`src/hw/chan_div_map.svh`:
```
/*
 * Register indices, field positions and reset values of the channel
 * clock dividers. Assumes an includer that uses these names only.
 */
`ifndef CHAN_DIV_MAP_SVH
`define CHAN_DIV_MAP_SVH

// register indices; byte address is four times the index
`define IDX_CH0_CYCLE_COUNTS 9'h190
`define IDX_CH0_PHASE_SETUP 9'h191
`define IDX_CH0_DUTY_FIX 9'h192
`define IDX_CH1_CYCLE_COUNTS 9'h196
`define IDX_CH1_PHASE_SETUP 9'h197
`define IDX_CH1_DUTY_FIX 9'h198
`define IDX_CH2_STAGE1_COUNTS 9'h199
`define IDX_CH2_STAGE2_COUNTS 9'h19B
`define IDX_CH2_BYPASS_CTRL 9'h19C
`define IDX_CH2_DUTY_FIX_CTRL 9'h19D
`define IDX_CH3_STAGE1_COUNTS 9'h19E
`define IDX_CH3_STAGE2_COUNTS 9'h1A0
`define IDX_CH3_BYPASS_CTRL 9'h1A1
`define IDX_CH3_DUTY_FIX_CTRL 9'h1A2
`define IDX_OUT_ENABLE 9'h1A4
`define IDX_STATUS 9'h1A5
`define IDX_SYNC_CTRL 9'h1A6

// field positions
`define LOW_MSB 7
`define LOW_LSB 4
`define HIGH_MSB 3
`define HIGH_LSB 0
`define BIT_CH01_BYPASS 7
`define BIT_START_HIGH 4
`define PO_MSB 3
`define PO_LSB 0
`define BIT_STAGE1_BYPASS 4
`define BIT_STAGE2_BYPASS 5
`define BIT_DUTY_FIX_DISABLE 0
`define BIT_CH2_B_ENABLE 0
`define BIT_CH3_B_ENABLE 1
`define BIT_SYNC_GO 0

// reset values
`define RST_REG8 8'h00

// bus answer for an unmapped read
`define UNMAPPED_DATA 32'h00000000

`endif

```
`src/hw/chan_div_pkg.sv`:
```
/*
 * Types shared by the channel divider design.
 * Assumes chan_div_map.svh carries all numeric constants.
 */
package chan_div_pkg;

	// state of one divider stage
	typedef enum logic [1:0] {
		ST_WAIT,
		ST_HIGH,
		ST_LOW
	} stage_state_t;

	typedef logic [7:0] reg8_t;

endpackage

```
`src/hw/channel_clock_dividers.sv`:
```
/*
 * Channel clock dividers: two single-stage channels and two cascaded
 * channels with split single-ended outputs, plus an Avalon-MM slave.
 * Assumes distClkIn is the selected distribution clock sampled
 * synchronously to core_clk, and syncPulse is a one-cycle pulse.
 */
// Added by the designer: the Avalon-MM slave port.
`timescale 1ns/100ps
`include "chan_div_map.svh"

// one divider stage: counts input rising edges, optional half-cycle fix
module div_stage
	import chan_div_pkg::*;
(
	input wire logic core_clk,
	input wire logic resetn,
	input wire logic inLvl,
	input wire logic inRise,
	input wire logic inFall,
	input wire logic bypass,
	input wire logic [3:0] lowCnt,
	input wire logic [3:0] highCnt,
	input wire logic dccOn,
	input wire logic syncReq,
	input wire logic [4:0] delayCyc,
	output logic outLvl,
	output logic outRise,
	output logic outFall
);
	stage_state_t state_q, state_d;
	logic [4:0] cnt_q, cnt_d;
	logic out_q, out_d;
	logic prev_q;
	logic fallPend_q, fallPend_d;
	logic oddFix;

	// odd ratio set as low = high + 1 is corrected by a late fall
	assign oddFix = dccOn && ({1'b0, lowCnt} == {1'b0, highCnt} + 5'h01);

	// next-state: wait out the offset, then high and low phases
	always_comb begin
		state_d = state_q;
		cnt_d = cnt_q;
		out_d = out_q;
		fallPend_d = fallPend_q;
		if (syncReq) begin
			state_d = ST_WAIT;
			cnt_d = delayCyc;
			out_d = 1'b0;
			fallPend_d = 1'b0;
		end else if (bypass) begin
			out_d = inLvl;
		end else begin
			if (fallPend_q && inFall) begin
				out_d = 1'b0; // half cycle later high to low
				fallPend_d = 1'b0;
			end
			if (inRise) begin
				case (state_q)
					ST_WAIT: begin
						if (cnt_q == 5'h00) begin
							state_d = ST_HIGH;
							cnt_d = {1'b0, highCnt};
							out_d = 1'b1;
						end else begin
							cnt_d = cnt_q - 5'h01;
						end
					end
					ST_HIGH: begin
						if (cnt_q == 5'h00) begin
							state_d = ST_LOW;
							cnt_d = {1'b0, lowCnt};
							if (oddFix) begin
								fallPend_d = 1'b1;
							end else begin
								out_d = 1'b0;
							end
						end else begin
							cnt_d = cnt_q - 5'h01;
						end
					end
					ST_LOW: begin
						if (cnt_q == 5'h00) begin
							state_d = ST_HIGH;
							cnt_d = {1'b0, highCnt};
							out_d = 1'b1;
							fallPend_d = 1'b0;
						end else begin
							cnt_d = cnt_q - 5'h01;
						end
					end
					default: begin
						state_d = ST_WAIT;
						cnt_d = 5'h00;
					end
				endcase
			end
		end
	end

	// stage registers
	always_ff @(posedge core_clk or negedge resetn) begin
		if (!resetn) begin
			state_q <= ST_WAIT;
			cnt_q <= 5'h00;
			out_q <= 1'b0;
			prev_q <= 1'b0;
			fallPend_q <= 1'b0;
		end else begin
			state_q <= state_d;
			cnt_q <= cnt_d;
			out_q <= out_d;
			prev_q <= out_q;
			fallPend_q <= fallPend_d;
		end
	end

	// output level and its edges for a following stage
	assign outLvl = out_q;
	assign outRise = out_q & ~prev_q;
	assign outFall = ~out_q & prev_q;
endmodule // div_stage

// Function
// - rising edge delayed by counted input edges
// - offset is start-high weight 16 plus phase
// - offset above 15 adds low count plus one
// - offsets apply only at a synchronization event
// - cascaded outputs split to A/B, B off
// - cascaded channels multiply two 2-to-32 stages
// - each cascaded stage has its own bypass
// - low count bits 7:4, high bits 3:0
// - phases last stored count plus one cycle
// - ratio is stage sum or product of sums
// - duty correction on at reset, one disable
// - VCO-divided bypass passes its uneven duty
// - bypass passes input duty, else high fraction
// - single-stage channels: bypass bit7, disable next register
module channel_clock_dividers
	import chan_div_pkg::*;
(
	input wire logic core_clk,
	input wire logic resetn,
	input wire logic distClkIn,
	input wire logic syncPulse,
	input wire logic [10:0] avsAddress,
	input wire logic avsRead,
	input wire logic avsWrite,
	input wire logic [31:0] avsWriteData,
	input wire logic [3:0] avsByteEnable,
	output logic [31:0] avsReadData,
	output logic avsWaitRequest,
	output logic ch0Out,
	output logic ch1Out,
	output logic ch2Out,
	output logic ch2OutA,
	output logic ch2OutB,
	output logic ch3Out,
	output logic ch3OutA,
	output logic ch3OutB
);
	reg8_t ch0Counts_q, ch0Phase_q, ch0Fix_q;
	reg8_t ch1Counts_q, ch1Phase_q, ch1Fix_q;
	reg8_t ch2S1_q, ch2S2_q, ch2Byp_q, ch2Fix_q;
	reg8_t ch3S1_q, ch3S2_q, ch3Byp_q, ch3Fix_q;
	reg8_t outEn_q;
	logic ack_q;
	logic [31:0] rdData_q;
	logic swSync_q;
	logic dist_q, distPrev_q;
	logic [8:0] regIdx;
	logic busReq, wrStrobe, mapped, wrLane0;
	reg8_t rdByte;
	logic syncAll, inRise, inFall;
	logic [4:0] delay0, delay1;
	logic s21Lvl, s21Rise, s21Fall, s31Lvl, s31Rise, s31Fall;
	logic c0Lvl, c1Lvl, c2Lvl, c3Lvl;
	logic [3:0] statusBits;

	// bus decode; offsets are indices, so the word address is the index
	assign regIdx = avsAddress[10:2];
	assign busReq = avsRead | avsWrite;
	assign avsWaitRequest = busReq & ~ack_q;
	assign wrStrobe = avsWrite & ack_q;
	assign wrLane0 = avsByteEnable[0];
	assign avsReadData = rdData_q;

	// read selection of the addressed register
	assign mapped = (regIdx == `IDX_CH0_CYCLE_COUNTS) || (regIdx == `IDX_CH0_PHASE_SETUP)
		|| (regIdx == `IDX_CH0_DUTY_FIX) || (regIdx == `IDX_CH1_CYCLE_COUNTS)
		|| (regIdx == `IDX_CH1_PHASE_SETUP) || (regIdx == `IDX_CH1_DUTY_FIX)
		|| (regIdx == `IDX_CH2_STAGE1_COUNTS) || (regIdx == `IDX_CH2_STAGE2_COUNTS)
		|| (regIdx == `IDX_CH2_BYPASS_CTRL) || (regIdx == `IDX_CH2_DUTY_FIX_CTRL)
		|| (regIdx == `IDX_CH3_STAGE1_COUNTS) || (regIdx == `IDX_CH3_STAGE2_COUNTS)
		|| (regIdx == `IDX_CH3_BYPASS_CTRL) || (regIdx == `IDX_CH3_DUTY_FIX_CTRL)
		|| (regIdx == `IDX_OUT_ENABLE) || (regIdx == `IDX_STATUS)
		|| (regIdx == `IDX_SYNC_CTRL);
	assign rdByte = (regIdx == `IDX_CH0_CYCLE_COUNTS) ? ch0Counts_q :
		(regIdx == `IDX_CH0_PHASE_SETUP) ? ch0Phase_q :
		(regIdx == `IDX_CH0_DUTY_FIX) ? ch0Fix_q :
		(regIdx == `IDX_CH1_CYCLE_COUNTS) ? ch1Counts_q :
		(regIdx == `IDX_CH1_PHASE_SETUP) ? ch1Phase_q :
		(regIdx == `IDX_CH1_DUTY_FIX) ? ch1Fix_q :
		(regIdx == `IDX_CH2_STAGE1_COUNTS) ? ch2S1_q :
		(regIdx == `IDX_CH2_STAGE2_COUNTS) ? ch2S2_q :
		(regIdx == `IDX_CH2_BYPASS_CTRL) ? ch2Byp_q :
		(regIdx == `IDX_CH2_DUTY_FIX_CTRL) ? ch2Fix_q :
		(regIdx == `IDX_CH3_STAGE1_COUNTS) ? ch3S1_q :
		(regIdx == `IDX_CH3_STAGE2_COUNTS) ? ch3S2_q :
		(regIdx == `IDX_CH3_BYPASS_CTRL) ? ch3Byp_q :
		(regIdx == `IDX_CH3_DUTY_FIX_CTRL) ? ch3Fix_q :
		(regIdx == `IDX_OUT_ENABLE) ? outEn_q :
		(regIdx == `IDX_STATUS) ? {4'h0, statusBits} :
		`RST_REG8;

	// one wait cycle per access; read data latched as the wait ends
	always_ff @(posedge core_clk or negedge resetn) begin
		if (!resetn) begin
			ack_q <= 1'b0;
			rdData_q <= `UNMAPPED_DATA;
		end else begin
			ack_q <= busReq & ~ack_q;
			if (avsRead && !ack_q) begin
				rdData_q <= mapped ? {24'h000000, rdByte} : `UNMAPPED_DATA;
			end
		end
	end

	// configuration registers; only byte lane 0 carries data
	always_ff @(posedge core_clk or negedge resetn) begin
		if (!resetn) begin
			ch0Counts_q <= `RST_REG8;
			ch0Phase_q <= `RST_REG8;
			ch0Fix_q <= `RST_REG8;
			ch1Counts_q <= `RST_REG8;
			ch1Phase_q <= `RST_REG8;
			ch1Fix_q <= `RST_REG8;
			ch2S1_q <= `RST_REG8;
			ch2S2_q <= `RST_REG8;
			ch2Byp_q <= `RST_REG8;
			ch2Fix_q <= `RST_REG8;
			ch3S1_q <= `RST_REG8;
			ch3S2_q <= `RST_REG8;
			ch3Byp_q <= `RST_REG8;
			ch3Fix_q <= `RST_REG8;
			outEn_q <= `RST_REG8;
		end else if (wrStrobe && wrLane0) begin
			case (regIdx)
				`IDX_CH0_CYCLE_COUNTS: ch0Counts_q <= avsWriteData[7:0];
				`IDX_CH0_PHASE_SETUP: ch0Phase_q <= avsWriteData[7:0];
				`IDX_CH0_DUTY_FIX: ch0Fix_q <= avsWriteData[7:0];
				`IDX_CH1_CYCLE_COUNTS: ch1Counts_q <= avsWriteData[7:0];
				`IDX_CH1_PHASE_SETUP: ch1Phase_q <= avsWriteData[7:0];
				`IDX_CH1_DUTY_FIX: ch1Fix_q <= avsWriteData[7:0];
				`IDX_CH2_STAGE1_COUNTS: ch2S1_q <= avsWriteData[7:0];
				`IDX_CH2_STAGE2_COUNTS: ch2S2_q <= avsWriteData[7:0];
				`IDX_CH2_BYPASS_CTRL: ch2Byp_q <= avsWriteData[7:0];
				`IDX_CH2_DUTY_FIX_CTRL: ch2Fix_q <= avsWriteData[7:0];
				`IDX_CH3_STAGE1_COUNTS: ch3S1_q <= avsWriteData[7:0];
				`IDX_CH3_STAGE2_COUNTS: ch3S2_q <= avsWriteData[7:0];
				`IDX_CH3_BYPASS_CTRL: ch3Byp_q <= avsWriteData[7:0];
				`IDX_CH3_DUTY_FIX_CTRL: ch3Fix_q <= avsWriteData[7:0];
				`IDX_OUT_ENABLE: outEn_q <= avsWriteData[7:0];
				default: ;
			endcase
		end
	end

	// software sync request, a single pulse per write of the go bit
	always_ff @(posedge core_clk or negedge resetn) begin
		if (!resetn) begin
			swSync_q <= 1'b0;
		end else begin
			swSync_q <= wrStrobe & wrLane0 & (regIdx == `IDX_SYNC_CTRL)
				& avsWriteData[`BIT_SYNC_GO];
		end
	end
	assign syncAll = syncPulse | swSync_q;

	// edges of the distribution clock
	always_ff @(posedge core_clk or negedge resetn) begin
		if (!resetn) begin
			dist_q <= 1'b0;
			distPrev_q <= 1'b0;
		end else begin
			dist_q <= distClkIn;
			distPrev_q <= dist_q;
		end
	end
	assign inRise = dist_q & ~distPrev_q;
	assign inFall = ~dist_q & distPrev_q;

	// coarse offset: start-high weight 16 adds low count plus one
	assign delay0 = ch0Phase_q[`BIT_START_HIGH] ?
		({1'b0, ch0Phase_q[`PO_MSB:`PO_LSB]} + {1'b0, ch0Counts_q[`LOW_MSB:`LOW_LSB]}
		+ 5'h01) : {1'b0, ch0Phase_q[`PO_MSB:`PO_LSB]};
	assign delay1 = ch1Phase_q[`BIT_START_HIGH] ?
		({1'b0, ch1Phase_q[`PO_MSB:`PO_LSB]} + {1'b0, ch1Counts_q[`LOW_MSB:`LOW_LSB]}
		+ 5'h01) : {1'b0, ch1Phase_q[`PO_MSB:`PO_LSB]};

	// channel 0 single stage
	div_stage u_ch0 (
		.core_clk(core_clk), .resetn(resetn),
		.inLvl(dist_q), .inRise(inRise), .inFall(inFall),
		.bypass(ch0Phase_q[`BIT_CH01_BYPASS]),
		.lowCnt(ch0Counts_q[`LOW_MSB:`LOW_LSB]), .highCnt(ch0Counts_q[`HIGH_MSB:`HIGH_LSB]),
		.dccOn(~ch0Fix_q[`BIT_DUTY_FIX_DISABLE]),
		.syncReq(syncAll), .delayCyc(delay0),
		.outLvl(c0Lvl), .outRise(), .outFall()
	);

	// channel 1 single stage
	div_stage u_ch1 (
		.core_clk(core_clk), .resetn(resetn),
		.inLvl(dist_q), .inRise(inRise), .inFall(inFall),
		.bypass(ch1Phase_q[`BIT_CH01_BYPASS]),
		.lowCnt(ch1Counts_q[`LOW_MSB:`LOW_LSB]), .highCnt(ch1Counts_q[`HIGH_MSB:`HIGH_LSB]),
		.dccOn(~ch1Fix_q[`BIT_DUTY_FIX_DISABLE]),
		.syncReq(syncAll), .delayCyc(delay1),
		.outLvl(c1Lvl), .outRise(), .outFall()
	);

	// channel 2: first stage fed by the distribution clock
	div_stage u_ch2s1 (
		.core_clk(core_clk), .resetn(resetn),
		.inLvl(dist_q), .inRise(inRise), .inFall(inFall),
		.bypass(ch2Byp_q[`BIT_STAGE1_BYPASS]),
		.lowCnt(ch2S1_q[`LOW_MSB:`LOW_LSB]), .highCnt(ch2S1_q[`HIGH_MSB:`HIGH_LSB]),
		.dccOn(~ch2Fix_q[`BIT_DUTY_FIX_DISABLE]),
		.syncReq(syncAll), .delayCyc(5'h00),
		.outLvl(s21Lvl), .outRise(s21Rise), .outFall(s21Fall)
	);

	// channel 2: second stage counts first-stage edges, ratios multiply
	div_stage u_ch2s2 (
		.core_clk(core_clk), .resetn(resetn),
		.inLvl(s21Lvl), .inRise(s21Rise), .inFall(s21Fall),
		.bypass(ch2Byp_q[`BIT_STAGE2_BYPASS]),
		.lowCnt(ch2S2_q[`LOW_MSB:`LOW_LSB]), .highCnt(ch2S2_q[`HIGH_MSB:`HIGH_LSB]),
		.dccOn(~ch2Fix_q[`BIT_DUTY_FIX_DISABLE]),
		.syncReq(syncAll), .delayCyc(5'h00),
		.outLvl(c2Lvl), .outRise(), .outFall()
	);

	// channel 3: first stage
	div_stage u_ch3s1 (
		.core_clk(core_clk), .resetn(resetn),
		.inLvl(dist_q), .inRise(inRise), .inFall(inFall),
		.bypass(ch3Byp_q[`BIT_STAGE1_BYPASS]),
		.lowCnt(ch3S1_q[`LOW_MSB:`LOW_LSB]), .highCnt(ch3S1_q[`HIGH_MSB:`HIGH_LSB]),
		.dccOn(~ch3Fix_q[`BIT_DUTY_FIX_DISABLE]),
		.syncReq(syncAll), .delayCyc(5'h00),
		.outLvl(s31Lvl), .outRise(s31Rise), .outFall(s31Fall)
	);

	// channel 3: second stage
	div_stage u_ch3s2 (
		.core_clk(core_clk), .resetn(resetn),
		.inLvl(s31Lvl), .inRise(s31Rise), .inFall(s31Fall),
		.bypass(ch3Byp_q[`BIT_STAGE2_BYPASS]),
		.lowCnt(ch3S2_q[`LOW_MSB:`LOW_LSB]), .highCnt(ch3S2_q[`HIGH_MSB:`HIGH_LSB]),
		.dccOn(~ch3Fix_q[`BIT_DUTY_FIX_DISABLE]),
		.syncReq(syncAll), .delayCyc(5'h00),
		.outLvl(c3Lvl), .outRise(), .outFall()
	);

	// live output levels for software
	assign statusBits = {c3Lvl, c2Lvl, c1Lvl, c0Lvl};

	// output drivers; B halves stay low until enabled
	assign ch0Out = c0Lvl;
	assign ch1Out = c1Lvl;
	assign ch2Out = c2Lvl;
	assign ch2OutA = c2Lvl;
	assign ch2OutB = c2Lvl & outEn_q[`BIT_CH2_B_ENABLE];
	assign ch3Out = c3Lvl;
	assign ch3OutA = c3Lvl;
	assign ch3OutB = c3Lvl & outEn_q[`BIT_CH3_B_ENABLE];
endmodule // channel_clock_dividers

```
`config.mk`:
```
export PLATFORM = sky130hd
export DESIGN_NAME = channel_clock_dividers
export DESIGN_NICKNAME = d
export VERILOG_FILES = /design/src/hw/chan_div_pkg.sv /design/src/hw/channel_clock_dividers.sv
export VERILOG_INCLUDE_DIRS = /design/src /design/src/hw
export SDC_FILE = /design/constraint.sdc
export NUM_CORES = 1
export LEC_CHECK = 0
export BUFFER_PORTS_ARGS = -buffer_cell sky130_fd_sc_hd__buf_4
export CORE_ASPECT_RATIO = 0.8
export CORE_UTILIZATION = 50
export CTS_CLUSTER_DIAMETER = 30
export CTS_CLUSTER_SIZE = 20
export DETAILED_ROUTE_END_ITERATION = 10
export MAX_ROUTING_LAYER = met4
export PLACE_DENSITY = 0.68
export SETUP_SLACK_MARGIN = 0.1
export SLEW_MARGIN = 30
export SYNTH_ARGS = -nofsm -noshare
export SYNTH_HDL_FRONTEND = slang
export SYNTH_SLANG_ARGS = --single-unit
export TNS_END_PERCENT = 5
```
`constraint.sdc`:
```
create_clock -name core_clk -period 2.5 [get_ports core_clk]
set_input_delay 0.125 -clock core_clk [delete_from_list [all_inputs] [get_ports core_clk]]
set_output_delay 0.125 -clock core_clk [all_outputs]
set_load 0.02 [all_outputs]
```
# [Word level (Yosys, flattened, before mapping)]
# Cells that the tools add are included.
[word_totals] output_inout_bits=41 regBits=212 wordCells=407 inputBits=53
[classes] n_reduce_logical=79 n_eq_ne=53 addsub=16 muxes=187 n_bitwise=26
[op_table] cell="$mux 5" n=32
[op_table] cell="$eq 9x9->1 const B" n=17
[op_table] cell="$mux 8" n=16
[op_table] cell="$mux 1" n=84
[op_table] cell="$mux 2" n=30
[op_table] cell="$pmux 5 s2" n=6
[op_table] cell="$reduce_and 2->1" n=21
[op_table] cell="$add 4x1->5 const B" n=6
[op_table] cell="$eq 4x5->1" n=6
[op_table] cell="$logic_not 5->1" n=6
[op_table] cell="$sub 5x1->5 const B" n=6
[op_table] cell="$pmux 1 s2" n=12
[op_table] cell="$pmux 2 s2" n=6
[op_table] cell="$reduce_and 4->1" n=6
[op_table] cell="$ne 3x1->1 const B" n=6
[op_table] cell="$ne 3x2->1 const B" n=6
[op_table] cell="$logic_or 1x1->1" n=16
[op_table] cell="$logic_and 1x1->1" n=14
[op_table] cell="$and 1x1->1" n=13
[op_table] cell="$eq 2x1->1 const B" n=6
[op_table] cell="$eq 2x2->1 const B" n=6
[op_table] cell="$logic_not 2->1" n=6
[op_table] cell="$ne 2x1->1 const B" n=6
[op_table] cell="$reduce_or 2->1" n=6
[op_table] cell="other kinds (7)" n=22

# [Depth between registers and ports, before layout]
[depth] depth_word=18 mapped_depth=9 depth_no_buf=8

# [Hierarchy]
# Synthesis repeated with hierarchy kept, for this count alone.
[hier_totals] hier_cells=1265 hier_area_um2=12449.4
[modules_own_cells] module="channel_clock_dividers" cells_each=673 seq_area_each_um2=3303.2 area_per_inst_um2=7264.5 instances=1
[modules_own_cells] module="div_stage at u_ch2s1 ..." cells_each=98 seq_area_each_um2=250.2 area_per_inst_um2=860.8 instances=4
[modules_own_cells] module="div_stage at u_ch0 ..." cells_each=100 seq_area_each_um2=250.2 area_per_inst_um2=870.8 instances=2

# [Worst setup path after synthesis]
# No wires, ideal clock.
[synth_timing] kind="register -> register" startpoint="register ch3S1_q[0]" endpoint="register u_ch3s1.out_q, in the netlist u_ch3s1.outLvl" path_buffers=0 setup_ns=0.087 required_time_ns=2.413 arrival_time_ns=2.062 setup_slack_ns=0.351 stages_incl_launch_ff=8 synth_period_minus_slack_ns=2.149 cell_sequence="dfrtp_1 -> ha_1 -> xor2_1 -> or3_1 -> nor4_2 -> o21ai_1 -> a221o_1 -> a211oi_2"
[synth_via] elab_chain_cells=9
[synth_lines] element="start, declared" line_no="channel_clock_dividers.sv:165" text="reg8_t ch3S1_q, ch3S2_q, ch3Byp_q, ch3Fix_q;"
[synth_lines] element="start signal, assigned" line_no="channel_clock_dividers.sv:242" text="ch3S1_q <= `RST_REG8;"
[synth_lines] element="start signal, assigned" line_no="channel_clock_dividers.sv:259" text="`IDX_CH3_STAGE1_COUNTS: ch3S1_q <= avsWriteData[7:0];"
[synth_lines] element="$add 4x1->5" line_no="channel_clock_dividers.sv:38" text="assign oddFix = dccOn && ({1'b0, lowCnt} == {1'b0, highCnt} + 5'h01);"
[synth_lines] element="$eq 4x5->1" line_no="channel_clock_dividers.sv:38"
[synth_lines] element="$logic_and 1x1->1" line_no="channel_clock_dividers.sv:38"
[synth_lines] element="$mux 1" line_no="channel_clock_dividers.sv:73" text="if (oddFix) begin"
[synth_lines] element="$mux 1" line_no="channel_clock_dividers.sv:70" text="if (cnt_q == 5'h00) begin"
[synth_lines] element="$pmux 1 s2" line_no="channel_clock_dividers.sv:59" text="case (state_q)"
[synth_lines] element="$mux 1" line_no="channel_clock_dividers.sv:58" text="if (inRise) begin"
[synth_lines] element="$mux 1" line_no="channel_clock_dividers.sv:51" text="end else if (bypass) begin"
[synth_lines] element="$mux 1" line_no="channel_clock_dividers.sv:46" text="if (syncReq) begin"
[synth_lines] element="via u_ch3s1.out_d" line_no="channel_clock_dividers.sv:32" text="logic out_q, out_d;"
[synth_lines] element="end signal, assigned" line_no="channel_clock_dividers.sv:112" text="out_q <= out_d;"
[synth_lines] element="end, declared" line_no="channel_clock_dividers.sv:32"
# The timed path passes the listed nets, and every way through them passes these cells.
# A chain may end at the register's enable or synchronous reset.

# [Worst setup path in the final report]
[layout_timing] startpoint="register ch3S1_q[1]" endpoint="register u_ch3s1.out_q, in the netlist u_ch3s1.outLvl"
# The elaborated chain is that of the path after synthesis.

==> impl_metrics.toml <==
[critical_path]
crit_chain = "ha_1 > xor2_1 > or3_1 > nor4_2 > o21ai_1 > a221o_1 > a211oi_2"
required_ps = 2870
critPathArrivalTime_ps = 2660
cpMaxStageDelayCell = "dfrtp_1"
path_max_fanout = 5
cp-start-kind = "flop"
crit_type = "reg2reg"
endpoint_kind = "flop"
crit_family = "simple AND/OR/NAND/NOR gates"
cp.buffers_inverters = 0
slowest_delay_ps = 440

[sta]
rsz0062_at_grt = "true"
tightestPinTransition_ps = 684
period_share_pct = 91.7
fmax_mhz = 436
finalCriticalPeriod_ps = 2290
slew_headroom_pct = 53.2
tns_ps = 0
finalMaxSlewViolations = 0
setup_violations = 0
finalHoldViolations = 0
final.setup_skew_ps = 13.4

[power]
irDropWorstVdd_uv = 512
power_density_nw_per_um2 = 545
p_leak_nw = 6.10

[die]
die_y_um = 140
num_rows = 50
initial_core_util_pct = 50.8
die_x_um = 174
dieArea_um2 = 24300
num_io_pins = 94
core_area_um2 = 23300

[clocking]
clk_pin_slew_ps = 80
htreeDepth = 4
clk_latency_ps = 450
cts.sinks = 188
cts_tree = "done"
cts_buffer_depth = 2
root_buffer = "clkbuf_16"
cts_setup_buffers = 0
cts_inserted_buffers = 17

[worst_hold_path]
hold_path.class = "in2reg"

[route]
postRouteAntennaNets = 0
num_vias = 9987
wirelength_mm = 34.3
wl_per_cell_um = 21.6
drc = 0
first_pass_iters = 5
avgViaCountPerCell = 6.28
drtIter0Drc = 1097

[grt]
grt_pass1_vias = 9322
grt_antenna_before_repair = 1
grt_usage_pct = 29.7
grt_max_degree = 67
overflow = 0
grt_pass1_wl_mm = 53.9

[synthesis]
synth_edf_count = 0
ys_seq_area_share_pct = 39.7
synth_cells = 1222
syn_area_um2 = 11900
ys.flop_type = "dfrtp_1"
ys_types = 88
ys.warnings.count = 0
avgSynthCellArea_um2 = 9.70
async_reset_ff_share_pct = 100
yosys_register_bits = 188

[cells_and_area]
fillers = 2092
antenna_cells = 0
drive_above_1_share_pct = 21.0
multi_input_area_um2 = 6610
stdcell_area_um2 = 13200
regArea_um2 = 4700
syn_to_final_growth_pct = 11.0
fin_nets = 1370

[flow_run]
drv_cap = 0

[placement]
port_buffers = 40
placed_area_um2 = 12500
gp_congestion = 0.941
dp_hpwl_mm = 24.6

[run_status]
status = "complete, no violations"
[placed cells by master (no fill, tap or decap), types with 6 or more instances in the layout]
cell	netlist	layout
a21oi_1	61	61
a32oi_1	6	6
a211oi_1	13	13
mux2_2	122	122
a31oi_1	12	12
nand3_1	28	28
nor3b_1	7	6
inv_1	51	51
a221oi_1	11	11
inv_6	0	6
a22oi_1	16	16
and3_1	8	8
clkbuf_16	0	17
nand2_1	74	74
mux2i_1	22	22
or2_2	6	6
dfrtp_1	188	188
o211ai_1	10	10
xnor2_1	19	19
nor4_1	13	12
a2111oi_0	6	6
nor2b_1	15	15
nor3_1	25	25
nor2_1	91	91
buf_4	26	82
xor2_1	15	15
o22ai_1	18	18
o21ai_0	89	89
ha_1	50	50
conb_1	1	24
a21o_1	12	12
o21a_1	9	9
nand2b_1	17	17
[worst reg2reg max path, delay by kind of cell (launching register included)]
kind | cells | cell delay (ps)
and+or+nand+nor | 2 | 670
adders and majority gates | 1 | 310
AOI/OAI and AO/OA | 3 | 630
DFF | 1 | 440
xor gates and xnor gates | 1 | 160
[cell usage after synthesis, types with 7 or more instances]
cell / number / area, µm²
nor2_1: 91 / 342
nor3b_1: 7 / 52.6
a211oi_1: 13 / 97.6
buf_2: 16 / 80.1
dfrtp_1: 188 / 4700
a31oi_1: 12 / 75.1
buf_4: 26 / 195
nand3_1: 28 / 140
a221oi_1: 11 / 96.3
a22oi_1: 16 / 120
a21o_1: 12 / 90.1
nor3_1: 25 / 125
nand2b_1: 17 / 106
o21a_1: 9 / 67.6
and3_1: 8 / 50.1
o21ai_0: 89 / 445
xor2_1: 15 / 131
ha_1: 50 / 626
nor2b_1: 15 / 93.8
nor4_1: 13 / 81.3
mux2_2: 122 / 1370
mux2i_1: 22 / 220
nand2_1: 74 / 278
inv_1: 51 / 191
xnor2_1: 19 / 166
o22ai_1: 18 / 113
o211ai_1: 10 / 75.1
clkbuf_1: 38 / 143
a21oi_1: 61 / 305
[report_power, final]
group,switching (mW),internal (mW)
sequential,0.118,3.12
combinational,0.788,0.431
clock,1.31,1.41
[per-stage QoR]
step	setup slack, ps	hold WS [ps]	instances	power, mW	util [%]
after global placement	238	156	1555	4.46	53.7
final	207	27.3	1590	7.18	56.4
after floorplan	351	-171	1245	4.09	-
after global routing	77.6	12.6	1590	7.48	56.4
after CTS	164	7.89	1590	7.21	56.3
after detailed placement	196	164	1555	4.49	53.7
[routing by layer]
| metal | track usage [%] | part of all wire [%] | vias up | wire (µm) |
|---|---|---|---|---|
| met5 | - | 0 | - | 0 |
| met2 | 41.5 | 43 | 435 | 14900 |
| met1 | 44.1 | 47 | 4967 | 16200 |
| li1 | - | - | 4535 | - |
| met3 | 4.75 | 7.9 | 50 | 2720 |
| met4 | 7.71 | 1.4 | 0 | 494 |
[path summary, 6_finish.rpt]
path,cells past startpoint,start,endpoint,slack (ps)
worst max-delay path,7,ch3S1_q[1],u_ch3s1.outLvl,210
worst min-delay path,3,avsWrite,ack_q,30
worst max register to register,7,ch3S1_q[1],u_ch3s1.outLvl,210
worst min register to register,1,u_ch3s1.cnt_q[4],u_ch3s1.cnt_q[4],480
max in group asynchronous,3,resetn,u_ch2s1.cnt_q[1],1510
min in group asynchronous,2,resetn,u_ch0.cnt_q[1],220
[layout make-up]
type / count / share of cell area (%)
inverter: 53 / 1.51
clock buffer: 17 / 3.23
multi-input combinational: 918 / 50.2
sequential: 188 / 35.7
timing repair buffer: 87 / 5.16
clock inverter: 15 / 1.19
tap: 312 / 2.97
[cell families (layout without fill, tap and decap cells)]
kind of cell             count (synthesis)  in the layout  synth area share [%]
other                                    1             24                0.0316
flip-flops                             188            188                  39.7
XOR/XNOR                                34             34                  2.51
adder cells (fa/ha/maj)                 52             52                  5.61
AND/OR/NAND/NOR                        331            331                  14.5
buffers and inverters                  139            172                  5.45
multiplexers                           144            144                  13.4
AO/OA/AOI/OAI                          333            333                  18.8
[repair_timing]
item                                   4_1_cts  5_1_grt
setup endpoints to repair                    0        6
hold buffers                                 3        0
resized for setup                            0        2
endpoints found under the hold margin       62        0
Power figures use the tool's default switching activity.
